--- config.mk ---
export PLATFORM = sky130hd
export DESIGN_NAME = lcdgp_ports
export DESIGN_NICKNAME = d
export VERILOG_FILES = /design/src/lcdgp_pkg.sv /design/src/lcdgp_ports.sv
export VERILOG_INCLUDE_DIRS = /design/src /design/src/src
export SDC_FILE = /design/constraint.sdc
export NUM_CORES = 1
export LEC_CHECK = 0
export ABC_AREA = 1
export ABC_CLOCK_PERIOD_IN_PS = 4900
export BUFFER_PORTS_ARGS = -buffer_cell sky130_fd_sc_hd__buf_2
export CAP_MARGIN = 30
export CORE_MARGIN = 4
export CORE_UTILIZATION = 55
export CTS_CLUSTER_SIZE = 24
export DETAILED_ROUTE_END_ITERATION = 8
export PLACE_DENSITY_LB_ADDON = 0.15
export SLEW_MARGIN = 25
export SYNTH_ARGS = -nofsm -noshare
export SYNTH_HDL_FRONTEND = slang
export SYNTH_SLANG_ARGS = --single-unit
--- constraint.sdc ---
create_clock -name hclk -period 4.9 [get_ports hclk]
set_input_delay 0.98 -clock hclk [delete_from_list [all_inputs] [get_ports hclk]]
set_output_delay 0.98 -clock hclk [all_outputs]
set_load 0.02 [all_outputs]
--- src/lcdgp_defines.svh ---
// Purpose: offsets, field positions, reset values for the shared lcd gpio ports
// Assumes: word-aligned 32-bit registers on an ahb-lite slave
// Notes: definitions only
`ifndef LCDGP_DEFINES_SVH
`define LCDGP_DEFINES_SVH

// ==========================================================
// register byte offsets
`define LCDGP_NARROW_DATA_OFS 8'h00
`define LCDGP_NARROW_DIR_OFS 8'h04
`define LCDGP_WIDE_DATA_OFS 8'h08
`define LCDGP_WIDE_DIR_OFS 8'h0c
`define LCDGP_LCD_ONE_OFS 8'h10
`define LCDGP_LCD_TWO_OFS 8'h14
`define LCDGP_STANDBY_OFS 8'h18
`define LCDGP_NARROW_LATCH_RD_OFS 8'h20
`define LCDGP_WIDE_LATCH_RD_OFS 8'h28

// ==========================================================
// field positions
`define LCDGP_SUPPLY_SEL_LSB 0
`define LCDGP_INPUT_GATE_BIT 4
`define LCDGP_PIN_FLOAT_BIT 0

// ==========================================================
// reset values
`define LCDGP_DIR4_RESET 4'h0
`define LCDGP_DIR8_RESET 8'h00
`define LCDGP_LATCH4_RESET 4'h0
`define LCDGP_LATCH8_RESET 8'h00
`define LCDGP_OE4_OFF 4'hf
`define LCDGP_OE8_OFF 8'hff

`endif

--- src/lcdgp_pkg.sv ---
// Purpose: types for the shared lcd gpio ports
// Assumes: constants come from lcdgp_defines.svh
// Notes: the whole module state is one packed struct
package lcdgp_pkg;

	// ==========================================================
	// drive request from the lcd controller for the backplane pins
	typedef struct packed {
		logic [7:0] level;
		logic [7:0] drive;
	} lcdgp_com_drive_type;

	// ==========================================================
	// one pin group as seen at the pads
	typedef struct packed {
		logic [7:0] out;
		logic [7:0] oe_n;
	} lcdgp_pad8_type;

	// ==========================================================
	// complete state of the block
	typedef struct packed {
		logic [3:0] narrow_port_data_latch;
		logic [3:0] narrow_port_direction;
		logic [7:0] wide_port_data_latch;
		logic [7:0] wide_port_direction;
		logic [3:0] lcd_supply_pin_select;
		logic port_input_gate;
		logic [7:0] backplane_output_select;
		logic standby_pin_float;
		logic wr_pend;
		logic [7:0] wr_addr;
		logic [3:0] narrow_sync1;
		logic [3:0] narrow_sync2;
		logic [7:0] wide_sync1;
		logic [7:0] wide_sync2;
		logic [31:0] rdata;
		logic [3:0] narrow_out;
		logic [3:0] narrow_oe_n;
		lcdgp_pad8_type wide_pad;
	} lcdgp_state_type;

endpackage

--- src/lcdgp_ports.sv ---
// Purpose: 4-bit and 8-bit general purpose ports sharing pins with the lcd controller
// Assumes: ahb-lite single word transfers, one clock, standby request from the same clock
// Notes: all outputs except the tied-off hreadyout and hresp are registered; pin inputs pass two flip-flops
//
// Overview of operation
// - direction bit 1 output, 0 input
// - output pin drives its latch bit
// - data write updates latch, shows at once
// - write to input pin only updates latch
// - output pin read returns latch
// - input pin read returns sampled pin
// - latch-read access returns latch for inputs
// - bit 0 is low, 1 is high
// - reset clears both direction registers
// - float setting plus standby: all pins hi-z
// - floated pins read internally as low
// - float setting 0: standby changes nothing
// - supply select 0 gives pin to gpio
// - supply select 1 gives pin to supply
// - bits map onto pins in order
//
// Register access over AHB-Lite and the register addresses were decided locally.
`timescale 1ns/100ps
`default_nettype none
`include "lcdgp_defines.svh"

module lcdgp_ports (
	// clock and reset
	input wire logic hclk,
	input wire logic hresetn,
	// ahb-lite slave
	input wire logic hsel,
	input wire logic [31:0] haddr,
	input wire logic [1:0] htrans,
	input wire logic hwrite,
	input wire logic [2:0] hsize,
	input wire logic [31:0] hwdata,
	input wire logic hready,
	output logic [31:0] hrdata,
	output logic hreadyout,
	output logic hresp,
	// standby controller: stop or watch mode in effect
	input wire logic standby_stop_watch,
	// lcd controller backplane drive
	input wire lcdgp_pkg::lcdgp_com_drive_type lcd_com,
	// narrow port pads
	input wire logic [3:0] narrow_pin_in,
	output logic [3:0] narrow_pin_out,
	output logic [3:0] narrow_pin_oe_n,
	// wide port pads
	input wire logic [7:0] wide_pin_in,
	output logic [7:0] wide_pin_out,
	output logic [7:0] wide_pin_oe_n
);

	// ==========================================================
	// helpers

	// read value of one port: latch for outputs or latch reads, pin otherwise
	function automatic logic [7:0] port_read(
		input logic [7:0] latch,
		input logic [7:0] dir,
		input logic [7:0] sampled,
		input logic latch_read_instruction
	);
		logic [7:0] r;
		r = 8'h00;
		for (int i = 0; i < 8; i++) begin
			if (dir[i] || latch_read_instruction) begin
				r[i] = latch[i];
			end else begin
				r[i] = sampled[i];
			end
		end
		return r;
	endfunction

	// pad enable: low while a bit is driven and the pins are not floated
	function automatic logic [7:0] pad_oe_n(
		input logic [7:0] drive,
		input logic floated
	);
		logic [7:0] r;
		r = `LCDGP_OE8_OFF;
		if (!floated) begin
			r = ~drive;
		end
		return r;
	endfunction

	// ==========================================================
	// state

	lcdgp_pkg::lcdgp_state_type state_reg;
	lcdgp_pkg::lcdgp_state_type state_next;

	logic floated;
	logic addr_take;
	logic [7:0] rd_addr;
	logic [31:0] wdata;
	logic [7:0] narrow_in_path;
	logic [7:0] wide_in_path;
	logic [7:0] narrow_drive;
	logic [7:0] wide_drive;
	logic [7:0] wide_level;
	logic [7:0] narrow_oe_full;

	// next state: bus writes, reads, synchronisers and pad drive
	always_comb begin
		state_next = state_reg;
		wdata = hwdata;
		addr_take = hsel && htrans[1] && hready;
		rd_addr = haddr[7:0];
		floated = state_reg.standby_pin_float && standby_stop_watch;

		// pin synchronisers
		state_next.narrow_sync1 = narrow_pin_in;
		state_next.narrow_sync2 = state_reg.narrow_sync1;
		state_next.wide_sync1 = wide_pin_in;
		state_next.wide_sync2 = state_reg.wide_sync1;

		// data phase of a write lands in the registers
		if (state_reg.wr_pend) begin
			if (state_reg.wr_addr == `LCDGP_NARROW_DATA_OFS ||
				state_reg.wr_addr == `LCDGP_NARROW_LATCH_RD_OFS) begin
				state_next.narrow_port_data_latch = wdata[3:0];
			end else if (state_reg.wr_addr == `LCDGP_NARROW_DIR_OFS) begin
				state_next.narrow_port_direction = wdata[3:0];
			end else if (state_reg.wr_addr == `LCDGP_WIDE_DATA_OFS ||
				state_reg.wr_addr == `LCDGP_WIDE_LATCH_RD_OFS) begin
				state_next.wide_port_data_latch = wdata[7:0];
			end else if (state_reg.wr_addr == `LCDGP_WIDE_DIR_OFS) begin
				state_next.wide_port_direction = wdata[7:0];
			end else if (state_reg.wr_addr == `LCDGP_LCD_ONE_OFS) begin
				state_next.lcd_supply_pin_select = wdata[`LCDGP_SUPPLY_SEL_LSB +: 4];
				state_next.port_input_gate = wdata[`LCDGP_INPUT_GATE_BIT];
			end else if (state_reg.wr_addr == `LCDGP_LCD_TWO_OFS) begin
				state_next.backplane_output_select = wdata[7:0];
			end else if (state_reg.wr_addr == `LCDGP_STANDBY_OFS) begin
				state_next.standby_pin_float = wdata[`LCDGP_PIN_FLOAT_BIT];
			end
		end

		// address phase
		state_next.wr_pend = addr_take && hwrite;
		state_next.wr_addr = haddr[7:0];

		// internal input paths, blocked low while floated
		narrow_in_path = {4'h0, state_reg.narrow_sync2 & ~state_reg.lcd_supply_pin_select};
		wide_in_path = state_reg.port_input_gate ? state_reg.wide_sync2 : 8'h00;
		if (floated) begin
			narrow_in_path = 8'h00;
			wide_in_path = 8'h00;
		end

		// read data, built from the updated registers so read after write is current
		state_next.rdata = 32'h0000_0000;
		if (addr_take && !hwrite) begin
			if (rd_addr == `LCDGP_NARROW_DATA_OFS) begin
				state_next.rdata[7:0] = port_read({4'h0, state_next.narrow_port_data_latch},
					{4'h0, state_next.narrow_port_direction}, narrow_in_path, 1'b0);
			end else if (rd_addr == `LCDGP_NARROW_LATCH_RD_OFS) begin
				state_next.rdata[7:0] = port_read({4'h0, state_next.narrow_port_data_latch},
					{4'h0, state_next.narrow_port_direction}, narrow_in_path, 1'b1);
			end else if (rd_addr == `LCDGP_NARROW_DIR_OFS) begin
				state_next.rdata[3:0] = state_next.narrow_port_direction;
			end else if (rd_addr == `LCDGP_WIDE_DATA_OFS) begin
				state_next.rdata[7:0] = port_read(state_next.wide_port_data_latch,
					state_next.wide_port_direction, wide_in_path, 1'b0);
			end else if (rd_addr == `LCDGP_WIDE_LATCH_RD_OFS) begin
				state_next.rdata[7:0] = port_read(state_next.wide_port_data_latch,
					state_next.wide_port_direction, wide_in_path, 1'b1);
			end else if (rd_addr == `LCDGP_WIDE_DIR_OFS) begin
				state_next.rdata[7:0] = state_next.wide_port_direction;
			end else if (rd_addr == `LCDGP_LCD_ONE_OFS) begin
				state_next.rdata[`LCDGP_SUPPLY_SEL_LSB +: 4] = state_next.lcd_supply_pin_select;
				state_next.rdata[`LCDGP_INPUT_GATE_BIT] = state_next.port_input_gate;
			end else if (rd_addr == `LCDGP_LCD_TWO_OFS) begin
				state_next.rdata[7:0] = state_next.backplane_output_select;
			end else if (rd_addr == `LCDGP_STANDBY_OFS) begin
				state_next.rdata[`LCDGP_PIN_FLOAT_BIT] = state_next.standby_pin_float;
			end
		end

		// narrow port: gpio only while the supply select bit is 0
		narrow_drive = {4'h0, state_next.narrow_port_direction &
			~state_next.lcd_supply_pin_select};
		state_next.narrow_out = state_next.narrow_port_data_latch;
		narrow_oe_full = pad_oe_n(narrow_drive, floated);
		state_next.narrow_oe_n = narrow_oe_full[3:0]; // only four narrow pads exist

		// wide port: backplane select hands the pad to the lcd controller
		wide_drive = 8'h00;
		wide_level = 8'h00;
		for (int i = 0; i < 8; i++) begin
			if (state_next.backplane_output_select[i]) begin
				wide_drive[i] = lcd_com.drive[i];
				wide_level[i] = lcd_com.level[i];
			end else begin
				wide_drive[i] = state_next.wide_port_direction[i];
				wide_level[i] = state_next.wide_port_data_latch[i];
			end
		end
		state_next.wide_pad.out = wide_level;
		state_next.wide_pad.oe_n = pad_oe_n(wide_drive, floated);
	end

	// register the whole state
	always_ff @(posedge hclk or negedge hresetn) begin
		if (!hresetn) begin
			state_reg <= '0;
			state_reg.narrow_port_direction <= `LCDGP_DIR4_RESET;
			state_reg.wide_port_direction <= `LCDGP_DIR8_RESET;
			state_reg.narrow_port_data_latch <= `LCDGP_LATCH4_RESET;
			state_reg.wide_port_data_latch <= `LCDGP_LATCH8_RESET;
			state_reg.narrow_oe_n <= `LCDGP_OE4_OFF;
			state_reg.wide_pad.oe_n <= `LCDGP_OE8_OFF;
		end else begin
			state_reg <= state_next;
		end
	end

	// ==========================================================
	// outputs, straight from the state flip-flops except the tied-off hreadyout and hresp
	assign hrdata = state_reg.rdata;
	assign hreadyout = 1'b1; // zero wait state slave
	assign hresp = 1'b0; // always okay
	assign narrow_pin_out = state_reg.narrow_out;
	assign narrow_pin_oe_n = state_reg.narrow_oe_n;
	assign wide_pin_out = state_reg.wide_pad.out;
	assign wide_pin_oe_n = state_reg.wide_pad.oe_n;

endmodule

`default_nettype wire

==> impl_metrics.csv, run 1 <==
group,metric,value,unit
placement,place_hpwl,7710,um
worst_hold_path,hp-class,"reg2reg",
yosys,synth_enable_flop_cells,0,
yosys,post_synth_inst_count,569,
power,power,1710,uW
yosys,synth_top_cell_area_share,43.9,%
global_route,grt_max_degree,61,
cells_and_area,layout_common_cells,"nand2_1, dfrtp_1, buf_2",
worst_setup_path,path_max_fanout,8,
yosys,synth_seq_cells,99,
yosys,synth.yosys.seq_area_share,50.3,%
sta,hold_viol_final,0,
cells_and_area,nFillCells,763,
sta,period_minus_slack,2.45,ns
worst_setup_path,criticalPathCategory,"in2reg",
routing,drtIter0Drc,282,
placement,place.gp.congestion,0.872,
routing,via_per_inst,5.10,
floorplan,die_area,0.0106,sq mm
sta,fmax,408,MHz
clocking,cts_setup_buffers,0,
sta,grt_setup_unrepaired,"false",
clocking,cts_buffers,9,
global_route,grt_usage,21.2,%
cells_and_area,final_layout_size_suffix_gt1_share,27.1,%
worst_setup_path,cp_data_arrival_time,2.77,ns
worst_hold_path,hold_depth,0,
floorplan,die_h,103,um
worst_setup_path,slowest_delay,0.46,ns
clocking,cts_tree,"done",
yosys,ys.warnings.count,0,
cells_and_area,n_antenna_cell,0,
routing,drt-pass1-iter-count,7,
yosys,synth_area_leaders,"dfrtp_1, nand2_1, buf_4",
yosys,async_flop_share,100,%
clocking,cts_root_buffer,"clkbuf_8",
worst_setup_path,reg2reg_depth,12,
sta,final.setup.tns,0,ns
routing,wire_per_inst,14.5,um
sta,tightest_slew,0.809,ns
clocking,clockBufferDepth,2,
worst_setup_path,path_cells,"buf_2 -> nor2_1 -> nand3_1 -> nor2_2 -> inv_1 -> nand2_1 -> inv_1 -> nand3_1 -> nand2_1 -> nand3_1 -> nand2_1 -> inv_1",
routing,drcViolationCount,0,
worst_setup_path,path_delay_family,"simple AND/OR/NAND/NOR gates",
yosys,yosysTopAreaCell,"dfrtp_1",
sta,slew_violations,0,
clocking,clkTransAtPathRegs,0.10,ns
sta,finalClockSkew,0.00730,ns
clocking,clk-insertion-delay-late,0.37,ns
floorplan,initial_core_util,56.6,%
clocking,clkSinkCount,99,
cells_and_area,area_growth,7.62,%
global_route,top_usage_layer,"met2",
worst_setup_path,critPathBufInv,4,
global_route,met1_usage,28.0,%
cells_and_area,nets,728,
global_route,antenna_found_initial,0,
routing,antenna_left,0,
worst_setup_path,critPathSlowestCell,"nor2_2",
yosys,syn_area_per_cell,8.72,sq um
routing,vias,3762,
clocking,cts_repair_resize_count,0,
routing,wl,10700,um
clocking,cts_hold_buf,0,
yosys,synthFlopType,"dfrtp_1",
worst_setup_path,start_kind,"primary input",
sta,setup_viol,0,
power,powerDensity,320,mW/mm^2
clocking,cts.htree.levels,3,
cells_and_area,final_common_cell,"nand2_1",
placement,portBuffers,82,
power,ir_drop,167,uV
global_route,grt_pass1_vias,3535,
floorplan,die_w,103,um
floorplan,coreArea,0.00876,sq mm
outcome,outcome,"finished clean",
yosys,ys_types,36,
sta,fin_crit_sh,50.0,%
worst_setup_path,end_kind,"flop",
yosys,syn_area,0.00496,sq mm
worst_setup_path,cp.depth,12,
sta,maxSlewHeadroom,45.8,%
power,power.leakage,0.00293,uW
floorplan,rows,34,
global_route,gr-usage-met3,4.53,%
run,drv_cap,0,
global_route,grt_overflow_total,0,
cells_and_area,largest_reg_flops,55,
floorplan,io_pins,161,
global_route,grt_use_met2,35.4,%
global_route,grt_pass1_wl,17200,um
worst_setup_path,required,5.22,ns
==> worst paths after layout <==
path / start / to / slack, ns
min in group asynchronous: hresetn / wide_pin_out[7]$_DFF_PN0_ / 0.66
min reg2reg: state_next[73]$_DFF_PN0_ / state_reg[73]$_DFF_PN0_ / 0.35
min: state_next[73]$_DFF_PN0_ / state_reg[73]$_DFF_PN0_ / 0.35
max: haddr[1] / hrdata[0]$_DFF_PN0_ / 2.45
max in group asynchronous: hresetn / narrow_pin_oe_n[3]$_DFF_PN1_ / 3.22
max reg2reg: state_reg[88]$_DFF_PN0_ / hrdata[0]$_DFF_PN0_ / 2.77
==> final cells by class <==
class | count | area, sq um | area share, %
multi-input cells | 348 | 1760 | 32.9
clock buffers | 10 | 138 | 2.58
flip-flops and latches | 99 | 2490 | 46.7
repair buffers | 85 | 435 | 8.16
well taps | 108 | 135 | 2.53
clock inverters | 6 | 72.6 | 1.36
inverters | 82 | 308 | 5.77
==> where the power goes <==
part	switching [uW]	leakage (uW)	internal (uW)
logic	179	0.00169	78.5
clock network	292	0.000103	255
registers	17.5	0.00114	884
==> worst register-to-register path: cells and delay by family, from the launching register on <==
| kind | cells | cell delay [ns] |
|---|---|---|
| flops | 1 | 0.33 |
| simple gates | 7 | 0.86 |
| compound gates | 1 | 0.24 |
| buf+inv | 4 | 0.61 |
==> cell families (layout without fill, tap and decap cells) <==
| logic type | after synthesis | after routing | synth area share (%) |
|---|---|---|---|
| other | 2 | 26 | 0.151 |
| AO/OA/AOI/OAI | 61 | 61 | 8.88 |
| flip-flops | 99 | 99 | 50.3 |
| buffers and inverters | 146 | 183 | 16.1 |
| AND/OR/NAND/NOR | 261 | 261 | 24.6 |
==> Yosys cell counts, types with 4 or more instances <==
cell,instances
a21oi_1,7
buf_4,59
dfrtp_1,87
dfstp_2,12
inv_1,70
inv_2,12
nand2_1,150
nand2_2,11
nand3_1,53
nor2_1,24
nor2_4,5
o211ai_1,15
o21ai_0,4
o21ai_1,11
o21ai_2,16
==> metal layers <==
metal | part of all wire, % | up-vias
li1 | - | 1821
met1 | 42 | 1789
met2 | 49 | 135
met3 | 7.3 | 17
met4 | 1.7 | 0
met5 | 0 | -
==> metrics by stage <==
stage	cell area [sq um]	hold slack [ns]	util (%)	worst slack (ns)	std cells
after floorplan	5050	0.331	-	2.78	593
after detailed placement	5130	0.336	58.5	2.09	722
after CTS	5340	0.359	60.9	2.47	738
final	5340	0.355	60.9	2.45	738
after global placement	5130	0.333	58.5	2.12	722
after global routing	5340	0.365	60.9	2.30	738
Note: power is estimated with default switching activity, not from simulation.
==> run 2, diff against run 1 <==
--- a/config.mk
+++ b/config.mk
@@ -7,11 +7,11 @@
 export NUM_CORES = 1
 export LEC_CHECK = 0
 export ABC_AREA = 1
-export ABC_CLOCK_PERIOD_IN_PS = 4900
+export ABC_CLOCK_PERIOD_IN_PS = 2100
 export BUFFER_PORTS_ARGS = -buffer_cell sky130_fd_sc_hd__buf_2
 export CAP_MARGIN = 30
 export CORE_MARGIN = 4
-export CORE_UTILIZATION = 55
+export CORE_UTILIZATION = 46
 export CTS_CLUSTER_SIZE = 24
 export DETAILED_ROUTE_END_ITERATION = 8
 export PLACE_DENSITY_LB_ADDON = 0.15
==> constraint.sdc (replaced) <==
create_clock -name hclk -period 2.1 [get_ports hclk]
set_input_delay 0.42 -clock hclk [delete_from_list [all_inputs] [get_ports hclk]]
set_output_delay 0.42 -clock hclk [all_outputs]
set_load 0.02 [all_outputs]
==> run 2 against run 1 <==
Compared with the run above:
- the flow now finishes with violations (hold timing)
- design area rose by 4.0%
- count of clock-buffer cells in the layout grew 2
- via count down 0.24%
- sequential share of layout area is 1.8 points lower
- combinational power up 140%
- utilization down 7.6 points
- sequential cell count stayed put
- critical path type is now reg2reg
- largest power group unchanged
- highest routed layer unchanged
==> impl_metrics.csv, run 2 (synthesis results as in run 1) <==
group,metric,value,unit
sta,fin_crit_sh,93.4,%
worst_setup_path,cp_data_arrival_time,2.23,ns
worst_setup_path,start_kind,"flop",
sta,final.setup.tns,0,ns
outcome,outcome,"finished with violations",
floorplan,io_pins,161,
cells_and_area,final_layout_size_suffix_gt1_share,29.4,%
outcome,failed_checks,"hold timing",
routing,drtIter0Drc,214,
global_route,grt_max_degree,36,
cells_and_area,final_common_cell,"nand2_1",
global_route,grt_usage,18.7,%
floorplan,initial_core_util,47.6,%
sta,slew_violations,0,
clocking,clockBufferDepth,2,
cells_and_area,area_growth,12.0,%
power,power.leakage,0.00303,uW
power,ir_drop,396,uV
routing,antenna_left,0,
floorplan,die_h,112,um
floorplan,die_w,112,um
global_route,grt_pass1_wl,18400,um
clocking,cts_tree,"done",
power,powerDensity,689,mW/mm^2
global_route,grt_overflow_total,0,
cells_and_area,largest_reg_flops,55,
global_route,grt_pass1_vias,3722,
placement,place.gp.congestion,0.892,
clocking,cts.htree.levels,3,
routing,drcViolationCount,0,
sta,setup_viol,0,
worst_setup_path,required,2.37,ns
routing,drt-pass1-iter-count,5,
worst_setup_path,path_cells,"nor2_4 -> nand3_2 -> nor2_2 -> nand2_8 -> o21ai_1 -> inv_1 -> nand2_1 -> nand3_1 -> nand2_1 -> nand3_1 -> nand2_1 -> inv_1",
worst_setup_path,path_common_cell,"nand2_1",
sta,maxSlewHeadroom,61.3,%
clocking,clkTransAtPathRegs,0.10,ns
worst_setup_path,path_max_fanout,10,
placement,place_hpwl,8290,um
worst_setup_path,path_delay_family,"simple AND/OR/NAND/NOR gates",
sta,fin_ws,0.138,ns
floorplan,coreArea,0.0104,sq mm
routing,wl,11200,um
power,power,3830,uW
sta,fmax,510,MHz
floorplan,die_area,0.0125,sq mm
clocking,cts_buffers,9,
cells_and_area,regArea,0.00249,sq mm
cells_and_area,n_antenna_cell,0,
sta,hold_viol_final,7,
run,drv_cap,0,
sta,holdWs,-0.00343,ns
routing,vias,3753,
routing,wire_per_inst,14.2,um
cells_and_area,layout_common_cells,"nand2_1, dfrtp_1, buf_2",
cells_and_area,nFillCells,1003,
placement,portBuffers,82,
sta,period_minus_slack,1.96,ns
worst_setup_path,critPathBufInv,2,
floorplan,rows,37,
global_route,antenna_found_initial,0,
cells_and_area,multiInputGateArea,0.00177,sq mm
placement,dp_slack,0.157,ns
sta,tightest_slew,0.578,ns
clocking,clk-insertion-delay-late,0.37,ns
sta,grt_setup_unrepaired,"false",
clocking,cts_hold_buf,0,
worst_setup_path,criticalPathCategory,"reg2reg",
clocking,clkSinkCount,99,
worst_hold_path,hp-class,"in2async",
sta,finalClockSkew,0.0120,ns
routing,via_per_inst,4.76,
worst_setup_path,slowest_delay,0.42,ns
clocking,cts_root_buffer,"clkbuf_8",
cells_and_area,nets,751,
worst_setup_path,critPathSlowestCell,"dfrtp_1",
worst_setup_path,end_kind,"flop",
-- run 2: cell types whose count changed in the layout (fill, tap and decap cells not counted), sizes merged --
cell,before,now
bufinv,1,0
inv,84,82
clkbuf,10,12
buf,85,108
clkinv,2,3
-- run 2: power by group --
group          internal (uW)  switching, uW
sequential              2060           41.8
combinational            195            419
clock                    463            644
-- run 2: metrics by stage --
stage / cell area, sq um / cells / hold slack (ns) / utilization [%]
floorplan: 5050 / 593 / 0.124 / -
global placement: 5330 / 769 / 0.333 / 51.2
detailed placement: 5330 / 769 / 0.336 / 51.2
CTS: 5500 / 785 / 0.000953 / 52.8
global route: 5550 / 789 / 0.0107 / 53.3
finish: 5550 / 789 / -0.00343 / 53.3
-- run 2: final cells by class --
class | instances | share of cell area (%)
sequential | 99 | 44.9
multi-input combinational | 348 | 31.8
timing repair buffer | 108 | 11.6
inverter | 82 | 5.54
tap | 136 | 3.06
clock buffer | 12 | 2.61
clock inverter | 4 | 0.473
-- run 2: per-layer routing --
| layer | vias up | wire [um] | global-route usage [%] |
|---|---|---|---|
| met5 | - | 0 | 0 |
| met4 | 0 | 193 | 7.95 |
| li1 | 1879 | - | - |
| met1 | 1748 | 4880 | 24.5 |
| met3 | 15 | 733 | 3.80 |
| met2 | 111 | 5410 | 30.2 |
-- run 2: path summary, 6_finish.rpt --
kind,cells past startpoint,to,from,slack (ns)
max in group asynchronous,2,narrow_pin_oe_n[3]$_DFF_PN1_,hresetn,1.48
min,1,wide_pin_out[5]$_DFF_PN0_,hresetn,-0.003
max reg2reg,12,hrdata[0]$_DFF_PN0_,state_reg[87]$_DFF_PN0_,0.14
min reg2reg,0,state_reg[73]$_DFF_PN0_,state_next[73]$_DFF_PN0_,0.35
min in group hclk,1,state_next[74]$_DFF_PN0_,narrow_pin_in[2],0.15
max,12,hrdata[0]$_DFF_PN0_,state_reg[87]$_DFF_PN0_,0.14
-- run 2: worst reg2reg max path, delay by kind of cell, from the launching register on --
family | cells | cell delay (ns)
AO/OA/AOI/OAI | 1 | 0.24
buffers and inverters | 2 | 0.16
flip-flops | 1 | 0.42
AND/OR/NAND/NOR | 9 | 1.05
-- run 2: what timing repair did --
action,in CTS,in global routing
setup buffers,0,4
resized for setup,0,1
setup endpoints to repair,0,4
